File: src/design/uefr_consts.svh
// Offsets, field positions, reset values and timing for the USB event flag block
`ifndef UEFR_CONSTS_SVH
`define UEFR_CONSTS_SVH

// ==========================================
// Register byte offsets
`define UEFR_OFS_FLAGS      8'h00
`define UEFR_OFS_ENABLES    8'h04
`define UEFR_OFS_ERR_EN     8'h08
`define UEFR_OFS_ERR_FLAGS  8'h0c
`define UEFR_OFS_CONTROL    8'h10
`define UEFR_OFS_XFER_STAT  8'h14
`define UEFR_OFS_FUNC_ADDR  8'h18
`define UEFR_OFS_FLAG_CLR   8'h1c

// ==========================================
// Event flag bit positions
`define UEFR_B_SOF    6
`define UEFR_B_STALL  5
`define UEFR_B_IDLE   4
`define UEFR_B_TRN    3
`define UEFR_B_ACTV   2
`define UEFR_B_UERR   1
`define UEFR_B_URST   0
`define UEFR_FLAG_W   7

// ==========================================
// Control, address and reset values
`define UEFR_CTRL_SUSPEND  1
`define UEFR_CTRL_W        8
`define UEFR_FADDR_W       7
`define UEFR_ZERO7         7'h00
`define UEFR_ZERO8         8'h00
`define UEFR_ZERO32        32'h0000_0000

// ==========================================
// Timing
`define UEFR_CLK_MHZ       100
`define UEFR_IDLE_TIME_US  3000

`endif

File: src/design/uefr_pkg.sv
// Types shared by the USB event flag block
package uefr_pkg;

  // ==========================================
  // Data types
  typedef logic [6:0] uefr_flags_type;   // Seven implemented flag bits
  typedef logic [7:0] uefr_byte_type;    // One register byte

  // ==========================================
  // Idle detector states, Gray along busy -> counting -> seen
  typedef enum logic [1:0] {
    UEFR_IDLE_BUSY  = 2'b00,
    UEFR_IDLE_COUNT = 2'b01,
    UEFR_IDLE_SEEN  = 2'b11
  } uefr_idle_type;

endpackage : uefr_pkg

File: src/design/uefr_stat_queue.sv
// Transfer status queue: completed-transaction records waiting for software
`include "uefr_consts.svh"

module uefr_stat_queue #(
  parameter int WIDTH = 8,
  parameter int DEPTH = 4
) (
  // Clock and reset
  input  wire logic                       clk_i,
  input  wire logic                       reset_i,
  // Filling side
  input  wire logic                       push_i,
  input  wire logic [WIDTH-1:0]           data_i,
  output logic                            ready_o,
  // Draining side
  input  wire logic                       pop_i,
  output logic [WIDTH-1:0]                head_o,
  output logic [$clog2(DEPTH+1)-1:0]      count_o
);

  localparam int PW = (DEPTH > 1) ? $clog2(DEPTH) : 1;
  localparam int CW = $clog2(DEPTH+1);

  // ==========================================
  // Storage
  logic [WIDTH-1:0] mem_r [DEPTH];   // Status records
  logic [PW-1:0]    wr_ptr_r;        // Next slot to fill
  logic [PW-1:0]    rd_ptr_r;        // Oldest record
  logic [CW-1:0]    count_r;         // Records held
  logic             do_push;         // Accepted push
  logic             do_pop;          // Accepted pop

  assign do_push = push_i && (count_r != CW'(DEPTH));
  assign do_pop  = pop_i && (count_r != '0);
  assign head_o  = mem_r[rd_ptr_r];
  assign count_o = count_r;

  // Record write; storage needs no reset
  always_ff @(posedge clk_i) begin
    if (do_push) begin
      mem_r[wr_ptr_r] <= data_i;
    end
  end

  // Pointers wrap at the depth, which need not be a power of two
  always_ff @(posedge clk_i) begin
    if (reset_i) begin
      wr_ptr_r <= '0;
      rd_ptr_r <= '0;
    end else begin
      if (do_push) begin
        wr_ptr_r <= (wr_ptr_r == PW'(DEPTH-1)) ? '0 : wr_ptr_r + 1'b1;
      end
      if (do_pop) begin
        rd_ptr_r <= (rd_ptr_r == PW'(DEPTH-1)) ? '0 : rd_ptr_r + 1'b1;
      end
    end
  end

  // Fill level and registered ready, so the source sees back-pressure
  always_ff @(posedge clk_i) begin
    if (reset_i) begin
      count_r <= '0;
      ready_o <= 1'b1;
    end else begin
      count_r <= count_r + CW'(do_push) - CW'(do_pop);
      ready_o <= (count_r + CW'(do_push) - CW'(do_pop)) != CW'(DEPTH);
    end
  end
endmodule : uefr_stat_queue

File: src/design/uefr_top.sv
// USB event flag register bank with interrupt request and Wishbone slave
//
// How it works
// - Each event flag has its own enable bit
// - All flags ORed into one request
// - Engine-set flags stay until software writes zero, or writes one at the clear offset
// - Software writing one sets a flag
// - Suspend blocks every event except bus activity and the done re-raise after a pop
// - STALL handshake sent sets stall flag
// - Three milliseconds continuous idle sets idle flag
// - Completed transaction sets done flag, status readable
// - D+/D- activity sets flag, even when suspended
// - Only enabled error conditions raise error summary
// - Error summary ignores flag register writes; clearing latched errors drops it
// - Bus reset sets flag, zeroes function address
`include "uefr_consts.svh"

module uefr_top #(
  parameter int IDLE_CYCLES = `UEFR_IDLE_TIME_US * `UEFR_CLK_MHZ,
  parameter int QUEUE_DEPTH = 4
) (
  // Clock and reset
  input  wire logic        CLK_SYS_I,
  input  wire logic        RESET_I,
  // Wishbone slave
  input  wire logic        WB_CYC_I,
  input  wire logic        WB_STB_I,
  input  wire logic        WB_WE_I,
  input  wire logic [7:0]  WB_ADR_I,
  input  wire logic [3:0]  WB_SEL_I,
  input  wire logic [31:0] WB_DAT_I,
  output logic      [31:0] WB_DAT_O,
  output logic             WB_ACK_O,
  // Serial engine events
  input  wire logic        SOF_EVT_I,
  input  wire logic        STALL_SENT_I,
  input  wire logic        BUS_IDLE_I,
  input  wire logic        TRN_DONE_I,
  input  wire logic [7:0]  TRN_STAT_I,
  output logic             TRN_READY_O,
  input  wire logic        BUS_RESET_I,
  input  wire logic [7:0]  ERR_EVT_I,
  // Bus lines for activity detection
  input  wire logic        LINE_DP_I,
  input  wire logic        LINE_DM_I,
  // Engine control
  output logic             SUSPEND_O,
  output logic [6:0]       FUNC_ADDR_O,
  // Interrupts
  output logic             USB_IRQ_REQ_O,
  output logic             IRQ_O
);

  localparam int IW = $clog2(IDLE_CYCLES + 1);
  localparam int CW = $clog2(QUEUE_DEPTH + 1);

  // ==========================================
  // Declarations
  uefr_pkg::uefr_flags_type flags_r;        // Event flags
  uefr_pkg::uefr_flags_type flags_nxt;      // Next event flags
  uefr_pkg::uefr_flags_type enables_r;      // Per-flag enables
  uefr_pkg::uefr_flags_type hw_set;         // Hardware set requests
  uefr_pkg::uefr_flags_type sw_set;         // Software set mask
  uefr_pkg::uefr_flags_type sw_clr;         // Software clear mask
  uefr_pkg::uefr_byte_type  err_en_r;       // Error condition enables
  uefr_pkg::uefr_byte_type  err_flags_r;    // Latched enabled errors
  uefr_pkg::uefr_byte_type  control_r;      // Engine control
  uefr_pkg::uefr_idle_type  idle_state_r;   // Idle detector state
  logic [IW-1:0]            idle_cnt_r;     // Idle cycles seen
  logic                     idle_hit;       // Idle time reached
  logic                     susp;           // Engine unclocked
  logic                     lines_dp_r;     // Previous D+ sample
  logic                     lines_dm_r;     // Previous D- sample
  logic                     lines_ok_r;     // Previous sample valid
  logic                     actv_evt;       // Line change seen
  logic                     req;            // New bus request
  logic                     wr_fire;        // Write takes effect now
  logic                     wr_flags;       // Write to flag register
  logic                     wr_clr;         // Write to clear register
  logic                     trn_push;       // Record a completion
  logic                     trn_pop;        // Software acknowledged
  logic [7:0]               q_head;         // Oldest status record
  logic [CW-1:0]            q_count;        // Records waiting
  logic [7:0]               rd_byte;        // Read mux result

  // ==========================================
  // Wishbone decode
  assign susp     = control_r[`UEFR_CTRL_SUSPEND];
  assign req      = WB_CYC_I && WB_STB_I && !WB_ACK_O;
  // Write lands on the edge where the master sees ack
  assign wr_fire  = WB_CYC_I && WB_STB_I && WB_WE_I && WB_ACK_O && WB_SEL_I[0];
  assign wr_flags = wr_fire && (WB_ADR_I == `UEFR_OFS_FLAGS);
  assign wr_clr   = wr_fire && (WB_ADR_I == `UEFR_OFS_FLAG_CLR);

  // Read mux; unmapped offsets read zero
  always_comb begin
    case (WB_ADR_I)
      `UEFR_OFS_FLAGS:     rd_byte = {1'b0, flags_r};
      `UEFR_OFS_ENABLES:   rd_byte = {1'b0, enables_r};
      `UEFR_OFS_ERR_EN:    rd_byte = err_en_r;
      `UEFR_OFS_ERR_FLAGS: rd_byte = err_flags_r;
      `UEFR_OFS_CONTROL:   rd_byte = control_r;
      `UEFR_OFS_XFER_STAT: rd_byte = (q_count != '0) ? q_head : `UEFR_ZERO8;
      `UEFR_OFS_FUNC_ADDR: rd_byte = {1'b0, FUNC_ADDR_O};
      default:             rd_byte = `UEFR_ZERO8;
    endcase
  end

  // Ack one cycle after the request, dropped in the cycle after it
  always_ff @(posedge CLK_SYS_I) begin
    if (RESET_I) begin
      WB_ACK_O <= 1'b0;
      WB_DAT_O <= `UEFR_ZERO32;
    end else begin
      WB_ACK_O <= req;
      if (req) begin
        WB_DAT_O <= {24'h00_0000, rd_byte};
      end
    end
  end

  // ==========================================
  // Software masks for the flag register
  // Flag register: zero clears, one sets; error summary is masked out
  always_comb begin
    sw_set = '0;
    sw_clr = '0;
    if (wr_flags) begin
      sw_set = WB_DAT_I[6:0];
      sw_clr = ~WB_DAT_I[6:0];
    end
    if (wr_clr) begin
      sw_clr = sw_clr | WB_DAT_I[6:0];
    end
    sw_set[`UEFR_B_UERR] = 1'b0;
    sw_clr[`UEFR_B_UERR] = 1'b0;
  end

  // ==========================================
  // Activity detection runs off the plain clock, so it works in suspend
  always_ff @(posedge CLK_SYS_I) begin
    if (RESET_I) begin
      lines_dp_r <= 1'b0;
      lines_dm_r <= 1'b0;
      lines_ok_r <= 1'b0;
    end else begin
      lines_dp_r <= LINE_DP_I;
      lines_dm_r <= LINE_DM_I;
      lines_ok_r <= 1'b1;
    end
  end

  // First sample after reset has nothing to compare against
  assign actv_evt = lines_ok_r && ((LINE_DP_I != lines_dp_r) || (LINE_DM_I != lines_dm_r));

  // ==========================================
  // Idle detector; the count freezes while the engine is unclocked
  always_ff @(posedge CLK_SYS_I) begin
    if (RESET_I) begin
      idle_state_r <= uefr_pkg::UEFR_IDLE_BUSY;
      idle_cnt_r   <= '0;
    end else begin
      case (idle_state_r)
        uefr_pkg::UEFR_IDLE_BUSY: begin
          idle_cnt_r <= '0;
          if (BUS_IDLE_I && !susp) begin
            idle_state_r <= uefr_pkg::UEFR_IDLE_COUNT;
          end
        end
        uefr_pkg::UEFR_IDLE_COUNT: begin
          if (!BUS_IDLE_I) begin
            idle_state_r <= uefr_pkg::UEFR_IDLE_BUSY;
          end else if (idle_hit) begin
            idle_state_r <= uefr_pkg::UEFR_IDLE_SEEN;
          end else if (!susp) begin
            idle_cnt_r <= idle_cnt_r + 1'b1;
          end
        end
        uefr_pkg::UEFR_IDLE_SEEN: begin
          // One flag per idle stretch, rearmed by bus traffic
          if (!BUS_IDLE_I) begin
            idle_state_r <= uefr_pkg::UEFR_IDLE_BUSY;
          end
        end
        default: begin
          idle_state_r <= uefr_pkg::UEFR_IDLE_BUSY;
        end
      endcase
    end
  end

  // The first counted cycle is the one entering COUNT, so reach N-1
  assign idle_hit = (idle_state_r == uefr_pkg::UEFR_IDLE_COUNT) && BUS_IDLE_I && !susp
                    && (idle_cnt_r == IW'(IDLE_CYCLES - 1));

  // ==========================================
  // Transfer status queue
  // Completions are dropped while suspended; the source must honour ready
  assign trn_push = TRN_DONE_I && !susp && TRN_READY_O;
  // Pop when software takes a set done flag down
  assign trn_pop  = flags_r[`UEFR_B_TRN] && sw_clr[`UEFR_B_TRN];

  uefr_stat_queue #(
    .WIDTH (8),
    .DEPTH (QUEUE_DEPTH)
  ) u_stat_queue (
    .clk_i   (CLK_SYS_I),
    .reset_i (RESET_I),
    .push_i  (trn_push),
    .data_i  (TRN_STAT_I),
    .ready_o (TRN_READY_O),
    .pop_i   (trn_pop),
    .head_o  (q_head),
    .count_o (q_count)
  );

  // ==========================================
  // Hardware set requests; suspend gates all but activity and the done re-raise after a pop
  always_comb begin
    hw_set                = '0;
    hw_set[`UEFR_B_SOF]   = SOF_EVT_I && !susp;
    hw_set[`UEFR_B_STALL] = STALL_SENT_I && !susp;
    hw_set[`UEFR_B_IDLE]  = idle_hit;
    // Another waiting record re-raises the flag after a pop
    hw_set[`UEFR_B_TRN]   = trn_push || (trn_pop && (q_count > CW'(1)));
    hw_set[`UEFR_B_ACTV]  = actv_evt;
    hw_set[`UEFR_B_URST]  = BUS_RESET_I && !susp;
  end

  // Set wins over clear; summary bit follows latched errors only
  always_comb begin
    flags_nxt = (flags_r & ~sw_clr) | sw_set | hw_set;
    flags_nxt[`UEFR_B_UERR] = |err_flags_r;
  end

  // Event flag bank
  always_ff @(posedge CLK_SYS_I) begin
    if (RESET_I) begin
      flags_r <= `UEFR_ZERO7;
    end else begin
      flags_r <= flags_nxt;
    end
  end

  // ==========================================
  // Error latch: only enabled conditions land, set wins over clear
  always_ff @(posedge CLK_SYS_I) begin
    if (RESET_I) begin
      err_flags_r <= `UEFR_ZERO8;
    end else begin
      err_flags_r <= (err_flags_r & ~((wr_fire && (WB_ADR_I == `UEFR_OFS_ERR_FLAGS))
                                      ? WB_DAT_I[7:0] : `UEFR_ZERO8))
                     | (susp ? `UEFR_ZERO8 : (ERR_EVT_I & err_en_r));
    end
  end

  // ==========================================
  // Software-owned configuration registers
  always_ff @(posedge CLK_SYS_I) begin
    if (RESET_I) begin
      enables_r <= `UEFR_ZERO7;
      err_en_r  <= `UEFR_ZERO8;
      control_r <= `UEFR_ZERO8;
    end else if (wr_fire) begin
      if (WB_ADR_I == `UEFR_OFS_ENABLES) begin
        enables_r <= WB_DAT_I[6:0];
      end
      if (WB_ADR_I == `UEFR_OFS_ERR_EN) begin
        err_en_r <= WB_DAT_I[7:0];
      end
      if (WB_ADR_I == `UEFR_OFS_CONTROL) begin
        control_r <= WB_DAT_I[7:0];
      end
    end
  end

  // Function address; a bus reset beats a same-cycle write
  always_ff @(posedge CLK_SYS_I) begin
    if (RESET_I) begin
      FUNC_ADDR_O <= `UEFR_ZERO7;
    end else if (hw_set[`UEFR_B_URST]) begin
      FUNC_ADDR_O <= `UEFR_ZERO7;
    end else if (wr_fire && (WB_ADR_I == `UEFR_OFS_FUNC_ADDR)) begin
      FUNC_ADDR_O <= WB_DAT_I[6:0];
    end
  end

  // ==========================================
  // Interrupt outputs, both registered
  always_ff @(posedge CLK_SYS_I) begin
    if (RESET_I) begin
      USB_IRQ_REQ_O <= 1'b0;
      IRQ_O         <= 1'b0;
      SUSPEND_O     <= 1'b0;
    end else begin
      USB_IRQ_REQ_O <= |flags_nxt;
      IRQ_O         <= |(flags_r & enables_r);
      SUSPEND_O     <= susp;
    end
  end
endmodule : uefr_top

File: config.mk
export PLATFORM = sky130hd
export DESIGN_NAME = uefr_top
export DESIGN_NICKNAME = d
export VERILOG_FILES = /design/src/design/uefr_pkg.sv /design/src/design/uefr_stat_queue.sv /design/src/design/uefr_top.sv
export VERILOG_INCLUDE_DIRS = /design/src /design/src/design
export SDC_FILE = /design/constraint.sdc
export NUM_CORES = 1
export LEC_CHECK = 0
export BUFFER_PORTS_ARGS = -buffer_cell sky130_fd_sc_hd__buf_2
export CORE_AREA = 4 4 97 122
export CTS_BUF_LIST = sky130_fd_sc_hd__clkbuf_2
export CTS_CLUSTER_DIAMETER = 40
export CTS_CLUSTER_SIZE = 25
export DETAILED_ROUTE_END_ITERATION = 12
export DIE_AREA = 0 0 101 126
export GPL_TIMING_DRIVEN = 0
export PLACE_DENSITY_LB_ADDON = 0.3
export SYNTH_ARGS = -nofsm -noshare
export SYNTH_HDL_FRONTEND = slang
export SYNTH_HIERARCHICAL = 1
export SYNTH_SLANG_ARGS = --single-unit
File: constraint.sdc
create_clock -name CLK_SYS_I -period 4.2 [get_ports CLK_SYS_I]
set_input_delay 0.42 -clock CLK_SYS_I [delete_from_list [all_inputs] [get_ports CLK_SYS_I]]
set_output_delay 0.42 -clock CLK_SYS_I [all_outputs]
set_load 0.1 [all_outputs]
After elaboration in Yosys (flattened, before gate mapping)

Memories as Yosys holds them, arrays and structs flattened. A register that Yosys moved wholly into a read port is not among the register bits.
Cells that the tools add are included.

Memories kept: 1
Memory bits (writable): 32
Input bits: 72
Output and inout bits: 44
Register bits: 89
Bits in latches: 0
Bits in read-only memories: 0
Word-level logic and storage cells: 123

Reductions and logical operators: 40
Eq/ne operators: 22
Magnitude comparators: 1
Add/subtract/negate cells: 5
Muxes and demuxes: 23
Bitwise operators: 11
Multiply operators: 0
Div/mod/pow operators: 0
Shift operators: 0

Memories:

| name               | words | width | read ports | clocked after memory_dff | write ports | RTL line              | source |
|---|---|---|---|---|---|---|---|
| u_stat_queue.mem_r | 4     | 8     | 1          | 1                        | 1           | uefr_stat_queue.sv:26 | `logic [WIDTH-1:0] mem_r [DEPTH];` |

Operators by type and width:

| operator                                                        | count |
|---|---|
| 19-bit 2-to-1 mux                                               | 3 |
| 8-bit case mux with 7 select lines                              | 1 |
| 19-bit case mux with 2 select lines                             | 1 |
| 8-bit by 5-bit == test with 1-bit output, second input constant | 4 |
| 8-bit 2-to-1 mux                                                | 3 |
| 1-bit logical AND                                               | 23 |
| 7-bit 2-to-1 mux                                                | 3 |
| 7-bit bitwise OR                                                | 3 |
| 19-bit by 1-bit adder with 19-bit output, second input constant | 1 |
| 19-bit == test, second input constant                           | 1 |
| 8-bit bitwise AND                                               | 2 |
| 8-bit by 4-bit == test with 1-bit output, second input constant | 2 |
| 2-bit 2-to-1 mux                                                | 8 |
| 7-bit bitwise AND                                               | 2 |
| 7-bit inverter                                                  | 2 |
| 14-bit OR reduction                                             | 1 |
| 2-bit inequality test, second input constant                    | 5 |
| 3-bit inequality test, second input constant                    | 3 |
| 8-bit by 3-bit == test with 1-bit output, second input constant | 1 |
| 8-bit logical NOT                                               | 1 |
| 8-bit inverter                                                  | 1 |
| 8-bit bitwise OR                                                | 1 |
| 8-bit OR reduction                                              | 1 |
| 7-bit OR reduction                                              | 1 |
| other kinds (18)                                                | 28 |

Longest topological paths before layout

Depth in word-level cells: 13
Mapped depth: 17

Cells and area by module

Netlist, hierarchy kept.

By module, submodules not included:

| module          | instances | area an instance (µm²) | cells each |
|---|---|---|---|
| uefr_top        | 1         | 4090.2                 | 468 |
| uefr_stat_queue | 1         | 1659.1                 | 90 |

Least setup slack after synthesis

OpenSTA, ideal clock, no wires.

Path type: register to register
Start point: register WB_ACK_O
End point: register u_stat_queue.ready_o
Arrival time: 3.727 ns
Setup time: 0.122 ns
Buffers on the path: 2
Data required time: 4.078 ns
Clock period less this slack: 3.849 ns
Setup slack: 0.351 ns
Cell stages (with the launch flop): 18
Path through: dfxtp_1 nand4_4 or2_2 clkbuf_1 or3_1 buf_2 o21ai_0 and2_1 o31ai_1 inv_1 ha_1 inv_1 ha_1 inv_1 fa_1 xnor3_1 nor2_1 nand3b_1

Longest elaborated chain between the ends: 10

RTL lines:

| item                                            | RTL line              | source |
|---|---|---|
| start, declared                                 | uefr_top.sv:33        | `output logic WB_ACK_O,` |
| start signal, assigned                          | uefr_top.sv:115       | `WB_ACK_O <= req;` |
| 1-bit logical AND (*) (2 in a row)              | uefr_top.sv:91        | `assign wr_fire = WB_CYC_I && WB_STB_I && WB_WE_I && WB_ACK_O && WB_SEL_I[0];` |
| 1-bit logical AND                               | uefr_top.sv:92        | `` assign wr_flags = wr_fire && (WB_ADR_I == `UEFR_OFS_FLAGS); `` |
| 7-bit 2-to-1 mux                                | uefr_top.sv:128       | `if (wr_flags) begin` |
| 7-bit bitwise OR                                | uefr_top.sv:133       | `sw_clr = sw_clr \| WB_DAT_I[6:0];` |
| 7-bit 2-to-1 mux (*)                            | uefr_top.sv:132       | `if (wr_clr) begin` |
| 1-bit logical AND (*)                           | uefr_top.sv:201       | `` assign trn_pop = flags_r[`UEFR_B_TRN] && sw_clr[`UEFR_B_TRN]; `` |
| net trn_pop                                     | uefr_top.sv:81        | `logic trn_pop;` |
| 1-bit logical AND (*)                           | uefr_stat_queue.sv:34 | `assign do_pop = pop_i && (count_r != '0);` |
| 3-bit by 1-bit subtractor with 3-bit output (*) | uefr_stat_queue.sv:67 | `ready_o <= (count_r + CW'(do_push) - CW'(do_pop)) != CW'(DEPTH);` |
| 3-bit inequality test (*)                       | uefr_stat_queue.sv:67 |  |
| end signal, assigned                            | uefr_stat_queue.sv:67 |  |
| end, declared                                   | uefr_stat_queue.sv:14 | `output logic ready_o,` |

The timed path passes the listed nets; every way through them passes the cells marked *.
A chain may end at the register's enable or synchronous reset.

Worst setup path in the final report

Same ends and word-level chain as after synthesis.

==> flow_summary.yaml <==
outcome:
  status: "finished, final reports clean"
grt:
  grt_max_degree: 17
  grt_antenna_before_repair: 1
  grtUsageTotal: 0.226
  grt_pass1_wl_mm: 22.5
  gr-total-overflow: 0
  grt_pass1_vias: 4531
clock_tree:
  hold_buffers: 20
  clk_latency_ps: 680
  cts_setup_buffers: 0
  post_cts_resized: 0
  cts_inserted_buffers: 17
  cts_buffer_depth: 2
  cts_tree: "built"
  ctsRootBufferMaster: "clkbuf_2"
  ctsHtreeMaxLevel: 4
  clock-sinks: 123
  clk_pin_slew_worst_paths_ps: 190
worst_setup_path:
  worstSetupStartpointType: "register"
  required_ps: 4760
  slowest_stage: "dfxtp_1"
  endpoint_kind: "register"
  worstPathCellList: "nand4_4 > or2_2 > clkbuf_1 > or3_1 > buf_2 > o21ai_0 > and2_1 > o31ai_1 > inv_1 > ha_1 > inv_1 > ha_1 > inv_1 > fa_1 > xnor3_1 > nor2_1 > nand3b_1"
  crit_top_cell: "inv_1"
  critical_path_class: "reg -> reg"
  max_stage_delay_ps: 440
  cp.arrival_ps: 4030
  path_max_fanout: 6
timing:
  skew_ps: 37.6
  worst_hold_slack_ps: 68.5
  relSlewSlack: 0.310
  tightest_slew_ps: 1030
  rsz0062_at_grt: "false"
  period_minus_slack_ps: 3470
  setup_violations: 0
  fin_crit_sh: 0.827
  hold_viol_final: 0
  finalMaxSlewViolations: 0
  setup_tns_ps: 0
  fmax_ghz: 0.288
cells_and_area:
  fill_cells: 861
  fin_cells: 831
  finalInstanceArea_mm2: 0.00676
  seq_area_mm2: 0.00278
  drive_gt1_frac: 0.239
  num-nets-final: 766
  final_util: 0.640
  syn_to_final_growth_pct: 17.6
  multi_input_area_mm2: 0.00268
power:
  powerDensity_mw_per_mm2: 374
  irDropWorstVdd_uv: 211
  leakage_nw: 2.56
yosys:
  synth_cell_types: 72
  synthMostInstantiatedCell: "dfxtp_1"
  yosysTopAreaCell: "dfxtp_1"
  synth_ff_type: "dfxtp_1"
  yosysTopAreaCellShare: 0.317
  synth_edf_count: 32
  yosysWarningCount: 6
  synth.ff_latch_count: 123
  synth_area_mm2: 0.00575
  syn_inst: 558
  ys_top_cells_by_area: "dfxtp_1 (32%), edfxtp_1 (17%), nor2_1 (5.0%)"
  syn_avg_cell_area_um2: 10.3
  synth.yosys.seq_area_share: 0.484
  ys_top_cells_by_count: "dfxtp_1 (91), nor2_1 (76), nand2_1 (50), edfxtp_1 (32), a21oi_1 (28)"
  async_flop_share: 0
placed_design:
  io_buffers: 63
  dp.cells: 776
  hpwl_mm: 10.2
  place_area_mm2: 0.00632
  routabilityCongestion: 0.914
route:
  wl_per_cell_um: 17.0
  drt-initial-drc-count: 252
  vias: 4673
  via_per_inst: 5.62
  drc: 0
  drtPass1Iterations: 5
  ant_nets: 0
  detail_route.wirelength_mm: 14.1
die:
  die_w_um: 101
  start_util: 0.544
  die_h_um: 126
  ioPinCount: 116
  die_area_mm2: 0.0127
  core_area_mm2: 0.0106
  rows: 42
flow_run:
  cap_violations: 0
worst_hold_path:
  min_path_type: "in -> reg"
[report_power, final]
group          internal (W)  total, W  switching [W]
Clock              0.000274  0.000713       0.000438
Sequential          0.00130   0.00134      0.0000426
Combinational      0.000155  0.000473       0.000318
[registers in the layout, summed over array words and instances, names as in the netlist, 2 cells and up, named ones only]
signal	flops
u_stat_queue/mem_r	32
idle_cnt_r	19
WB_DAT_O	8
control_r	8
err_en_r	8
err_flags_r	8
FUNC_ADDR_O	7
enables_r	7
flags_r	7
u_stat_queue/count_o	3
idle_state_r	2
u_stat_queue/rd_ptr_r	2
u_stat_queue/wr_ptr_r	2
[placed cells by master, fill, tap and decap left out, drive strengths merged, types with 17 or more instances in the layout]
master,Yosys,layout
dlygate4sd3,0,22
mux2i,25,25
clkbuf,19,39
buf,33,96
nand2,50,50
conb,1,24
a21oi,29,29
a22oi,17,17
edfxtp,32,32
dfxtp,91,91
nor2,76,76
[final timing paths]
path         cells past startpoint         from  slack, ps                    to
max                             17     WB_ACK_O        730  u_stat_queue/ready_o
min                              3  WB_DAT_I[1]         70           err_en_r[1]
max reg2reg                     17     WB_ACK_O        730  u_stat_queue/ready_o
min reg2reg                      2  WB_DAT_O[6]        470           WB_DAT_O[6]
[critical path, delay by kind of cell (launching register included)]
family	cells	cell delay, ps
AOI/OAI and AO/OA	2	250
and+or+nand+nor	6	1220
adders and majority gates	3	710
DFF	1	440
xor gates and xnor gates	1	190
buffers and inverters	5	550
[stage by stage]
step | power [W] | setup WS, ps
5_1_grt | 0.00264 | 480
3_3_place_gp | 0.00181 | 652
2_1_floorplan | 0.00171 | 351
6_report | 0.00253 | 726
3_5_place_dp | 0.00182 | 635
4_1_cts | 0.00253 | 760
[cell type report]
| cell class | instances | share of cell area |
|---|---|---|
| flip-flops and latches | 123 | 0.411 |
| clock buffers | 20 | 0.0148 |
| clock inverters | 12 | 0.0185 |
| multi-input cells | 394 | 0.396 |
| well taps | 132 | 0.0244 |
| diodes | 1 | 0.000370 |
| inverters | 12 | 0.00666 |
| repair buffers | 85 | 0.0792 |
| plain buffers | 52 | 0.0485 |
[metal layers]
layer / routed length, um / up-vias / global-route usage / part of all wire
met4: 590 / 0 / 0.109 / 0.042
li1: - / 2239 / - / -
met2: 7000 / 217 / 0.376 / 0.50
met1: 5430 / 2170 / 0.274 / 0.38
met3: 1090 / 47 / 0.0520 / 0.078
met5: 0 / - / 0 / 0
[kinds of logic (layout without fill, tap and decap cells)]
family                     Yosys count  in the layout  share of synthesized area
muxes                               41             41                     0.0925
AOI/OAI and AO/OA                  110            110                      0.131
xor gates and xnor gates            17             17                     0.0283
and+or+nand+nor                    193            193                      0.178
other                                1             25                   0.000652
buffers and inverters               64            181                     0.0649
adders and majority gates            9              9                     0.0209
DFF                                123            123                      0.484
Note: power is estimated with default switching activity, not from simulation.
